--- config.mk ---
export PLATFORM = sky130hd
export DESIGN_NAME = irq_timebase
export DESIGN_NICKNAME = d
export VERILOG_FILES = /design/src/logic/irq_timebase.v
export VERILOG_INCLUDE_DIRS = /design/src /design/src/logic
export SDC_FILE = /design/constraint.sdc
export NUM_CORES = 1
export LEC_CHECK = 0
export ABC_AREA = 1
export BUFFER_PORTS_ARGS = -buffer_cell sky130_fd_sc_hd__buf_2
export CORE_ASPECT_RATIO = 1.2
export CORE_UTILIZATION = 50
export CTS_BUF_LIST = sky130_fd_sc_hd__clkbuf_2 sky130_fd_sc_hd__clkbuf_4 sky130_fd_sc_hd__clkbuf_8
export DETAILED_ROUTE_END_ITERATION = 7
export GPL_ROUTABILITY_DRIVEN = 0
export PLACE_DENSITY_LB_ADDON = 0.2
export SYNTH_ARGS = -nofsm -noshare
export SYNTH_HDL_FRONTEND = slang
export SYNTH_SLANG_ARGS = --single-unit
--- constraint.sdc ---
create_clock -name clk_sys -period 2.7 [get_ports clk_sys]
set_input_delay 0.405 -clock clk_sys [delete_from_list [all_inputs] [get_ports clk_sys]]
set_output_delay 0.405 -clock clk_sys [all_outputs]
set_load 0.05 [all_outputs]
--- src/logic/irq_timebase_regs.vh ---
// Register offsets, field positions and reset values of the interrupt and time-base block
`ifndef IRQ_TIMEBASE_REGS_VH
`define IRQ_TIMEBASE_REGS_VH
// ****************************************
// Register byte offsets
// ****************************************
`define OFS_PRESCALER0_CLOCK_SELECT 8'h00
`define OFS_PRESCALER1_CLOCK_SELECT 8'h04
`define OFS_TIME_BASE0_CONTROL      8'h08
`define OFS_TIME_BASE1_CONTROL      8'h0C
`define OFS_IRQ_ENABLE              8'h10
`define OFS_IRQ_FLAG                8'h14
`define OFS_SOURCE_ENABLE           8'h18
`define OFS_SOURCE_FLAG             8'h1C
`define OFS_VECTOR_STATUS           8'h20
// ****************************************
// Field positions
// ****************************************
`define TB_RUN_BIT                  7
`define TB_PERIOD_MSB               2
`define PSC_SEL_MSB                 1
// Interrupt enable / flag bit positions (vector index order, also priority)
`define VEC_CMP                     0
`define VEC_GRP0                    1
`define VEC_GRP1                    2
`define VEC_GRP2                    3
`define VEC_ADC                     4
`define VEC_TB0                     5
`define VEC_TB1                     6
`define VEC_SER                     7
`define GLOBAL_EN_BIT               8
// ****************************************
// Reset values and timing
// ****************************************
`define RST_PSC                     2'h0
`define RST_TB_PERIOD               3'h0
`define RST_IRQ                     8'h00
`define TB_BASE_EXP                 8
`define PSC_DIV4                    2'h3
`endif
--- src/logic/irq_timebase.v ---
// Interrupt request flags, enables, vector selection and two time-base interval generators
// ****************************************
// Overview of operation
// - Comparator output toggle sets comparator flag
// - Comparator vector needs global, local enable, stack
// - Comparator service clears its flag and global
// - Three groups fed by timer, voltage, memory
// - Voltage, memory or enabled timer event sets group flag
// - Group service clears group flag, global only
// - Conversion end sets converter flag, gated call
// - Converter service clears flag and global enable
// - Time-base overflow sets its request flag
// - Time-base call gated; service clears flag, global
// - Prescaler source: sys, sys/4, subsidiary clock
// - Time base runs only when bit7 set
// - Period is two to eight-plus-code clocks
// - Each timer raises A and P matches
// - Timer call needs global, timer, group enables
// - Timer service leaves timer match flags set
// - Serial byte, address match, timeout set flag
// - Serial call gated; service clears flag, global
// - Unused selector bits ignore writes, read zero
// - Full stack withholds request, flags kept
// - Taking interrupt pushes PC, loads vector
// ****************************************
`timescale 1ns/1ps
`include "irq_timebase_regs.vh"
module irq_timebase #(
    parameter NUM_TIMERS = 3
) (
    input  wire                    clk_sys,
    input  wire                    reset_n,
    input  wire                    hsel,
    input  wire [31:0]             haddr,
    input  wire [1:0]              htrans,
    input  wire                    hwrite,
    input  wire [2:0]              hsize,
    input  wire [31:0]             hwdata,
    input  wire                    hready,
    output reg  [31:0]             hrdata,
    output wire                    hreadyout,
    output wire                    hresp,
    input  wire                    comparator_out,
    input  wire                    converter_done,
    input  wire [2*NUM_TIMERS-1:0] timer_match,
    input  wire                    low_voltage_event,
    input  wire                    eeprom_done,
    input  wire                    serial_byte_done,
    input  wire                    serial_addr_match,
    input  wire                    serial_timeout,
    input  wire                    subsidiary_clock,
    input  wire                    stack_full,
    input  wire                    irq_ack,
    output wire                    irq_request,
    output wire [2:0]              irq_vector,
    output wire                    irq_push_pc,
    input  wire                    reti_event
);
    localparam NSRC = 2 * NUM_TIMERS + 2;
    // ****************************************
    // Reset and input synchronisation
    // ****************************************
    reg        rst_s1_ff;
    reg        rst_s2_ff;
    wire       rst_n = rst_s2_ff;
    always @(posedge clk_sys or negedge reset_n) begin
        if (!reset_n) begin
            rst_s1_ff <= 1'b0;
            rst_s2_ff <= 1'b0;
        end else begin
            rst_s1_ff <= 1'b1;
            rst_s2_ff <= rst_s1_ff;
        end
    end
    // Pins from other domains: comparator, subsidiary clock
    reg  [1:0] cmp_sync_ff;
    reg        cmp_last_ff;
    reg  [1:0] sub_sync_ff;
    reg        sub_last_ff;
    always @(posedge clk_sys or negedge rst_n) begin
        if (!rst_n) begin
            cmp_sync_ff <= 2'h0;
            cmp_last_ff <= 1'b0;
            sub_sync_ff <= 2'h0;
            sub_last_ff <= 1'b0;
        end else begin
            cmp_sync_ff <= {cmp_sync_ff[0], comparator_out};
            cmp_last_ff <= cmp_sync_ff[1];
            sub_sync_ff <= {sub_sync_ff[0], subsidiary_clock};
            sub_last_ff <= sub_sync_ff[1];
        end
    end
    wire cmp_toggle = cmp_sync_ff[1] ^ cmp_last_ff;
    wire sub_rise   = sub_sync_ff[1] & ~sub_last_ff;
    // ****************************************
    // Registers
    // ****************************************
    reg  [1:0]      psc0_ff;
    reg  [1:0]      psc1_ff;
    reg             tb0_run_ff;
    reg             tb1_run_ff;
    reg  [2:0]      tb0_period_ff;
    reg  [2:0]      tb1_period_ff;
    reg  [8:0]      irq_en_ff;     // vector enables plus global enable
    reg  [7:0]      irq_flag_ff;
    reg  [NSRC-1:0] src_en_ff;     // timer A/P enables; low voltage, eeprom bits gate nothing
    reg  [NSRC-1:0] src_flag_ff;
    // ****************************************
    // AHB-Lite slave: zero wait states, always OKAY
    // ****************************************
    reg        wr_pend_ff;
    reg  [7:0] wr_addr_ff;
    reg        rd_pend_ff;
    reg  [7:0] rd_addr_ff;
    wire       take = hsel & hready & htrans[1];
    assign hreadyout = 1'b1;
    assign hresp     = 1'b0;
    always @(posedge clk_sys or negedge rst_n) begin
        if (!rst_n) begin
            wr_pend_ff <= 1'b0;
            wr_addr_ff <= 8'h00;
            rd_pend_ff <= 1'b0;
            rd_addr_ff <= 8'h00;
        end else begin
            wr_pend_ff <= take & hwrite;
            rd_pend_ff <= take & ~hwrite;
            wr_addr_ff <= haddr[7:0];
            rd_addr_ff <= haddr[7:0];
        end
    end
    function wr_hit;
        input [7:0] ofs;
        begin
            wr_hit = wr_pend_ff && (wr_addr_ff == ofs);
        end
    endfunction
    // Group membership per source: timers spread over groups, then voltage, eeprom to group 2
    function [1:0] group_of;
        input integer idx;
        begin
            // Cut to the two-bit group index on purpose
            if (idx < 2 * NUM_TIMERS)
                group_of = (((idx / 2) % 2) == 1) ? 2'h1 : 2'h0;
            else
                group_of = 2'h2;
        end
    endfunction
    // ****************************************
    // Time-base prescalers and interval counters
    // ****************************************
    reg  [1:0]  div4_ff;
    reg  [14:0] tb0_cnt_ff;
    reg  [14:0] tb1_cnt_ff;
    always @(posedge clk_sys or negedge rst_n) begin
        if (!rst_n)
            div4_ff <= 2'h0;
        else
            div4_ff <= div4_ff + 2'h1;
    end
    wire div4_tick = (div4_ff == `PSC_DIV4);
    function psc_tick;
        input [1:0] sel;
        input       d4;
        input       sub;
        begin
            if (sel[1])
                psc_tick = sub;
            else if (sel[0])
                psc_tick = d4;
            else
                psc_tick = 1'b1;
        end
    endfunction
    function [14:0] period_mask;
        input [2:0] code;
        begin
            period_mask = (15'h00FF << code) | 15'h00FF;
        end
    endfunction
    wire tb0_tick = tb0_run_ff & psc_tick(psc0_ff, div4_tick, sub_rise);
    wire tb1_tick = tb1_run_ff & psc_tick(psc1_ff, div4_tick, sub_rise);
    wire tb0_ovf  = tb0_tick && ((tb0_cnt_ff & period_mask(tb0_period_ff)) == period_mask(tb0_period_ff));
    wire tb1_ovf  = tb1_tick && ((tb1_cnt_ff & period_mask(tb1_period_ff)) == period_mask(tb1_period_ff));
    always @(posedge clk_sys or negedge rst_n) begin
        if (!rst_n) begin
            tb0_cnt_ff <= 15'h0000;
            tb1_cnt_ff <= 15'h0000;
        end else begin
            if (!tb0_run_ff)
                tb0_cnt_ff <= 15'h0000;
            else if (tb0_tick)
                tb0_cnt_ff <= tb0_cnt_ff + 15'h0001;
            if (!tb1_run_ff)
                tb1_cnt_ff <= 15'h0000;
            else if (tb1_tick)
                tb1_cnt_ff <= tb1_cnt_ff + 15'h0001;
        end
    end
    // ****************************************
    // Source flags of the groups
    // ****************************************
    wire [NSRC-1:0] src_event = {eeprom_done, low_voltage_event, timer_match};
    reg  [NSRC-1:0] nxt_src_flag;
    reg  [2:0]      grp_set;
    integer i;
    always @* begin
        nxt_src_flag = src_flag_ff;
        grp_set      = 3'h0;
        if (wr_hit(`OFS_SOURCE_FLAG))
            nxt_src_flag = hwdata[NSRC-1:0];
        for (i = 0; i < NSRC; i = i + 1) begin
            if (src_event[i]) begin
                nxt_src_flag[i] = 1'b1;
                // Timer requests also need their own enable to reach the group
                if (i >= 2 * NUM_TIMERS || src_en_ff[i])
                    grp_set[group_of(i)] = 1'b1;
            end
        end
    end
    // ****************************************
    // Vector flags, priority and service
    // ****************************************
    wire [7:0] vec_event = {serial_byte_done | serial_addr_match | serial_timeout,
                            tb1_ovf, tb0_ovf,
                            converter_done,
                            grp_set,
                            cmp_toggle};
    wire [7:0] pending = irq_flag_ff & irq_en_ff[7:0]
                         & {8{irq_en_ff[`GLOBAL_EN_BIT]}};
    reg  [2:0] sel_vec;
    integer k;
    always @* begin
        sel_vec = 3'h0;
        for (k = 7; k >= 0; k = k - 1)
            if (pending[k])
                sel_vec = k[2:0];
    end
    assign irq_request = (|pending) & ~stack_full;
    assign irq_vector  = sel_vec;
    assign irq_push_pc = irq_request & irq_ack;
    wire   service     = irq_request & irq_ack;
    reg  [7:0] nxt_irq_flag;
    reg  [8:0] nxt_irq_en;
    always @* begin
        nxt_irq_flag = irq_flag_ff;
        nxt_irq_en   = irq_en_ff;
        if (wr_hit(`OFS_IRQ_FLAG))
            nxt_irq_flag = hwdata[7:0];
        if (wr_hit(`OFS_IRQ_ENABLE))
            nxt_irq_en = hwdata[8:0];
        if (reti_event)
            nxt_irq_en[`GLOBAL_EN_BIT] = 1'b1;
        if (service) begin
            nxt_irq_flag[sel_vec]      = 1'b0;
            nxt_irq_en[`GLOBAL_EN_BIT] = 1'b0;
        end
        // Events win over any clear in the same cycle
        nxt_irq_flag = nxt_irq_flag | vec_event;
    end
    always @(posedge clk_sys or negedge rst_n) begin
        if (!rst_n) begin
            psc0_ff       <= `RST_PSC;
            psc1_ff       <= `RST_PSC;
            tb0_run_ff    <= 1'b0;
            tb1_run_ff    <= 1'b0;
            tb0_period_ff <= `RST_TB_PERIOD;
            tb1_period_ff <= `RST_TB_PERIOD;
            irq_en_ff     <= 9'h000;
            irq_flag_ff   <= `RST_IRQ;
            src_en_ff     <= {NSRC{1'b0}};
            src_flag_ff   <= {NSRC{1'b0}};
        end else begin
            if (wr_hit(`OFS_PRESCALER0_CLOCK_SELECT))
                psc0_ff <= hwdata[`PSC_SEL_MSB:0];
            if (wr_hit(`OFS_PRESCALER1_CLOCK_SELECT))
                psc1_ff <= hwdata[`PSC_SEL_MSB:0];
            if (wr_hit(`OFS_TIME_BASE0_CONTROL)) begin
                tb0_run_ff    <= hwdata[`TB_RUN_BIT];
                tb0_period_ff <= hwdata[`TB_PERIOD_MSB:0];
            end
            if (wr_hit(`OFS_TIME_BASE1_CONTROL)) begin
                tb1_run_ff    <= hwdata[`TB_RUN_BIT];
                tb1_period_ff <= hwdata[`TB_PERIOD_MSB:0];
            end
            if (wr_hit(`OFS_SOURCE_ENABLE))
                src_en_ff <= hwdata[NSRC-1:0];
            irq_en_ff   <= nxt_irq_en;
            irq_flag_ff <= nxt_irq_flag;
            src_flag_ff <= nxt_src_flag;
        end
    end
    // ****************************************
    // Read data, decoded from the registered data-phase address
    // ****************************************
    reg [31:0] nxt_rdata;
    always @* begin
        nxt_rdata = 32'h0000_0000;
        if (rd_addr_ff == `OFS_PRESCALER0_CLOCK_SELECT)
            nxt_rdata[1:0] = psc0_ff;
        else if (rd_addr_ff == `OFS_PRESCALER1_CLOCK_SELECT)
            nxt_rdata[1:0] = psc1_ff;
        else if (rd_addr_ff == `OFS_TIME_BASE0_CONTROL)
            nxt_rdata[7:0] = {tb0_run_ff, 4'h0, tb0_period_ff};
        else if (rd_addr_ff == `OFS_TIME_BASE1_CONTROL)
            nxt_rdata[7:0] = {tb1_run_ff, 4'h0, tb1_period_ff};
        else if (rd_addr_ff == `OFS_IRQ_ENABLE)
            nxt_rdata[8:0] = irq_en_ff;
        else if (rd_addr_ff == `OFS_IRQ_FLAG)
            nxt_rdata[7:0] = irq_flag_ff;
        else if (rd_addr_ff == `OFS_SOURCE_ENABLE)
            nxt_rdata[NSRC-1:0] = src_en_ff;
        else if (rd_addr_ff == `OFS_SOURCE_FLAG)
            nxt_rdata[NSRC-1:0] = src_flag_ff;
        else if (rd_addr_ff == `OFS_VECTOR_STATUS)
            nxt_rdata[4:0] = {stack_full, irq_request, sel_vec};
    end
    // Read data is combinational from the data-phase address so it stands in the data phase
    always @* begin
        hrdata = rd_pend_ff ? nxt_rdata : 32'h0000_0000;
    end
endmodule

* After elaboration in Yosys (flattened, before gate mapping)
Index checks and enable logic that the tools add are counted.
** Word-level totals
- Bits in registers :: 95
- Latch bits :: 0
- Bits in writable memories :: 0
- ROM bits :: 0
- Input port bits :: 91
- Output and inout bits :: 39
- Logic and storage cells :: 217
- Memories :: 0
** Cells by class
- $add $sub $neg :: 3
- Multipliers :: 0
- Divide/modulo/power cells :: 0
- Order comparisons :: 18
- Eq/ne operators :: 13
- Shift-type cells :: 2
- Multiplexer cells :: 92
- Bitwise operators :: 29
- Reduce and logical (&&, ||, !) cells :: 30
** Operator list (count)
- $mux W3 :: 23
- $mux W8 :: 8
- $mux W15 :: 4
- $eq A8 B5 Y1 const B :: 4
- $mux W2 :: 16
- $add A15 B1 Y15 const B :: 2
- $and A15 B15 Y15 :: 2
- $eq A15 B15 Y1 :: 2
- $shl A8 B3 Y15 const A :: 2
- $mux W1 :: 26
- $and A8 B8 Y8 :: 3
- $lt A2 B3 Y1 const B :: 8
- $or A3 B3 Y3 :: 7
- $logic_and A1 B1 Y1 :: 19
- $mux W9 :: 2
- $demux W1 S2 :: 8
- $eq A8 B4 Y1 const B :: 2
- $ge A2 B1 Y1 const B :: 8
- $reduce_bool A2 Y1 :: 8
- $mux W7 :: 2
- $mux W5 :: 2
- $and A1 B1 Y1 :: 9
- $eq A8 B3 Y1 const B :: 1
- $eq A8 B6 Y1 const B :: 1
- other kinds (14) :: 18

* Logic depth before layout (Yosys ltp)
- Depth in word-level cells :: 28
- Gate-level depth with buffers :: 17

* Worst setup path before layout
OpenSTA, ideal clock, no wires.
- Path kind :: flip-flop to output port
- Start :: reg rd_addr_ff[0]
- End :: out hrdata[8]
- Data arrival time :: 2022 ps
- Required time :: 2295 ps
- Path slack :: 273 ps
- Cell stages (with the launch flop) :: 8
- Cells stage by stage :: dfrtp_1 > inv_1 > nand2_2 > nor2_2 > nand2_2 > nor2_4 > inv_2 > nor3_1
** On the way
- Cells in the longest elaborated chain, start to end :: 7
- Elaborated cells on any way between the ends :: 11
** Ends and longest elaborated chain
- start: declaration :: line irq_timebase.v:114 : reg [7:0] rd_addr_ff;
- start signal: assignment :: line irq_timebase.v:128 : rd_addr_ff <= haddr[7:0];
- $eq A8 B5 Y1 (no line)
- $mux W1 :: line irq_timebase.v:306 : else if (rd_addr_ff == `OFS_IRQ_ENABLE)
- $mux W1 :: line irq_timebase.v:304 : else if (rd_addr_ff == `OFS_TIME_BASE1_CONTROL)
- $mux W1 :: line irq_timebase.v:302 : else if (rd_addr_ff == `OFS_TIME_BASE0_CONTROL)
- $mux W7 :: line irq_timebase.v:300 : else if (rd_addr_ff == `OFS_PRESCALER1_CLOCK_SELECT)
- $mux W7 * :: line irq_timebase.v:298 : if (rd_addr_ff == `OFS_PRESCALER0_CLOCK_SELECT)
- $mux W9 * :: line irq_timebase.v:319 : hrdata = rd_pend_ff ? nxt_rdata : 32'h0000_0000;
- end: declaration :: line irq_timebase.v:40 : output reg [31:0] hrdata,
Mark *: on every way between the ends. The rest lies on a longest branch, timed or not.

* Worst setup path in the final report
- Start :: reg rd_addr_ff[7]
- End :: out hrdata[2]
** On the way
- Cells in the longest elaborated chain, start to end :: 11
- Elaborated cells on any way between the ends :: 19
** Ends and longest elaborated chain
- $eq A8 B6 Y1 (no line)
- $mux W5 :: line irq_timebase.v:314 : else if (rd_addr_ff == `OFS_VECTOR_STATUS)
- $mux W5 :: line irq_timebase.v:312 : else if (rd_addr_ff == `OFS_SOURCE_FLAG)
- $mux W8 :: line irq_timebase.v:310 : else if (rd_addr_ff == `OFS_SOURCE_ENABLE)
- $mux W8 :: line irq_timebase.v:308 : else if (rd_addr_ff == `OFS_IRQ_FLAG)
- $mux W8 :: line irq_timebase.v:306
- $mux W8 :: line irq_timebase.v:304
- $mux W8 :: line irq_timebase.v:302
- $mux W7 :: line irq_timebase.v:300
- $mux W7 * :: line irq_timebase.v:298
- $mux W9 * :: line irq_timebase.v:319
Marked as above.

==> metrics.txt <==
DRC 0; crit path launch type flop; CTS Sinks 95; area of the core 0.009960 mm²; Flop pwr share 0.541; Layout area overhead 11.60%; First-pass DRT Iterations 5; Cell Pwr Density 561.3 mW/mm²; async set-reset flop share out of synthesis 1.000; final hold slack 0.1397 ns; Clk pin slew, worst setup/hold paths 0.09 ns; Die X 94.21 µm; Slew @ Worst Pin 0.5071 ns; unique cell type count in the Yosys netlist 52; post-synthesis register bit count 95; num rows 40; Setup crit end kind output port; Net Sw Power 1.023 mW; Period minus WS final 2.596 ns; total global routing overflow 0; first-pass GRT wire length 19000 µm; Clock Tree Root clkbuf_8; Post-Syn Instances 608; routed length per instance 14.12 µm; Clock Skews 0.01088 ns; Post-DP HPWL 8539 µm; die area 0.01061 mm²; status finished, final reports clean; path depth of the worst reg2reg path 11; Max Slew Vio Count 0; number of synthesized flops with an enable pin 0; number of global-route vias before repair 4037; antenna-violating nets left 0; RR Endpoint irq_flag_ff[6]; Pwr Total 3.196 mW; I/O pin count 130; largest net degree at the start of global routing 58; switch share 0.3201; Leakage 2.896 nW; total global-route track usage 0.2310; hold path start haddr[3]; Vias per Instance 5.261; H-tree lvl count 3; Design Area, Final 0.005693 mm²; RSZ-0062 raised after global routing yes; IO buf count 53; Final Hold Violating Endpoints 0; Top FF cell, synth dfrtp_1; Hold Crit Depth 1; routed wire length 11310 µm; via count 4214; commonest non-fill, non-tap cell in the layout nand2_1; Crit Path Category flop to output port; Final period util 0.9615; Clk Latency, worst-skew pair 0.36 ns; Hold WC Path Type primary input to flop; Clock power frac 0.293; Max-cap violations 0; clk buf depth 2; Comb power frac 0.167; Die Y-Extent 112.6 µm; most frequent cells in the layout nand2_1 (131), dfrtp_1 (93), inv_1 (68), buf_2 (48), o21ai_0 (47); Ant. Diodes 0; Hold Path Sink rd_addr_ff[3]; Setup Viol. Count Final 0; internal power 2.173 mW; critical path peak fanout 5; nets@finish 764; reg2reg start irq_en_ff[8]; synthesized area 0.005101 mm²; sequential-to-total area share from yosys stat 0.4660; worst endpoint required time 2.30 ns; syn avg cell area 8.390 µm²; yosys warns 0; initial antenna violation count 0; Cell Area, Placed 0.005389 mm²; Worst Path Arrival 2.19 ns; Detailed Route Iter0 Violations 260; Slew Limit Headroom 0.6620; R2R Setup Slk 0.79 ns; fraction of layout cells with a size suffix above 1 0.2341; Filler Cell Count 922; Max rail drop VDD 0.2858 mV; TritonCTS clock tree built; CTS Buf Count 9; Peak Freq 385.2 MHz; Starting Density 0.5122
power groups by stage:
stage               clock [mW]  sequential (mW)  combinational, mW
detailed placement           0             1.76              0.523
global placement             0             1.75              0.508
floorplan                    0             1.73              0.436
finish                   0.935             1.73              0.533
global route              1.02             1.76              0.600
CTS                      0.961             1.73              0.526
synthesized netlist by cell type, types with 11 or more instances:
| library cell | instances | share of area |
|---|---|---|
| inv_1 | 69 | 0.051 |
| o21ai_0 | 47 | 0.046 |
| inv_2 | 19 | 0.014 |
| nor3_1 | 12 | 0.012 |
| dfrtp_1 | 95 | 0.47 |
| nand3_1 | 23 | 0.023 |
| o21ai_1 | 11 | 0.011 |
| nor2_1 | 21 | 0.015 |
| a21oi_1 | 45 | 0.044 |
| nand2_1 | 132 | 0.097 |
| buf_4 | 27 | 0.040 |
critical path, cell delays in order (launching register included):
cell,delay [ns]
dfrtp_1,0.40
nor2_4,0.15
inv_2,0.05
nor3_2,0.16
inv_2,0.06
nor2_1,0.11
inv_2,0.10
nor2_4,0.17
a21oi_1,0.06
nand4_1,0.09
o21ai_1,0.09
a21oi_2,0.19
buf_6,0.18
layout make-up:
type / count / area (µm²) / share of cell area
inverter: 88 / 332.8 / 0.05846
sequential: 95 / 2382 / 0.4185
clock buffer: 10 / 131.4 / 0.02308
multi-input combinational: 416 / 2271 / 0.3989
tap: 126 / 157.7 / 0.02769
timing repair buffer: 60 / 356.6 / 0.06264
clock inverter: 6 / 61.31 / 0.01077
logic make-up after synthesis:
logic type                 synth area share
and+or+nand+nor                      0.2448
AOI/OAI and AO/OA                    0.1651
DFF                                  0.4660
buffers and inverters                0.1136
other                              0.001472
adders and majority gates          0.007359
xor gates and xnor gates           0.001717
metrics by stage:
| step | worst slack, ns | setup TNS [ns] | instances | util |
|---|---|---|---|---|
| final | 0.1041 | 0 | 801 | 0.5716 |
| after CTS | 0.004689 | 0 | 796 | 0.5628 |
| after global placement | 0.2419 | 0 | 779 | 0.5411 |
| after detailed placement | 0.2258 | 0 | 779 | 0.5411 |
| after global routing | -0.04799 | -0.1379 | 801 | 0.5716 |
| after floorplan | 0.2731 | 0 | 632 | - |
registers in the layout, summed over array words and instances (netlist names):
signal         flops
cmp_last_ff        1
cmp_sync_ff        2
div4_ff            2
irq_en_ff          9
irq_flag_ff        8
psc0_ff            2
psc1_ff            2
rd_addr_ff         8
rd_pend_ff         1
rst_n              1
rst_s1_ff          1
src_en_ff          8
src_flag_ff        8
sub_last_ff        1
sub_sync_ff        2
tb0_cnt_ff        15
tb0_period_ff      3
tb0_run_ff         1
tb1_cnt_ff        15
tb1_period_ff      3
tb1_run_ff         1
wr_pend_ff         1
per-layer routing:
layer | up-vias | GRT usage | routed length (µm)
li1 | 2075 | - | -
met1 | 1988 | 0.2940 | 4723
met2 | 133 | 0.3826 | 5850
met3 | 18 | 0.04201 | 533
met4 | 0 | 0.09846 | 205
met5 | - | 0 | 0
timing repair:
action,in CTS,in global routing
endpoints found under the hold margin,2,0
hold buffers,1,0
buffers inserted,0,5
resized for setup,6,15
pin swaps,0,2
gates cloned,0,0
endpoints found under the setup margin,6,8
how the worst max path moves through the flow:
stage / startpoint / to / slack (ns) / depth (start not counted)
after floorplan: rd_addr_ff[0] / hrdata[8] / 0.27 / 7
after global placement: rd_addr_ff[7] / hrdata[0] / 0.24 / 14
after detailed placement: rd_addr_ff[7] / hrdata[0] / 0.23 / 14
after CTS: rd_addr_ff[7] / hrdata[0] / 0.005 / 14
after global routing: irq_en_ff[8] / hrdata[2] / -0.05 / 11
final: rd_addr_ff[7] / hrdata[2] / 0.10 / 12
(Power assumes the default switching activity.)
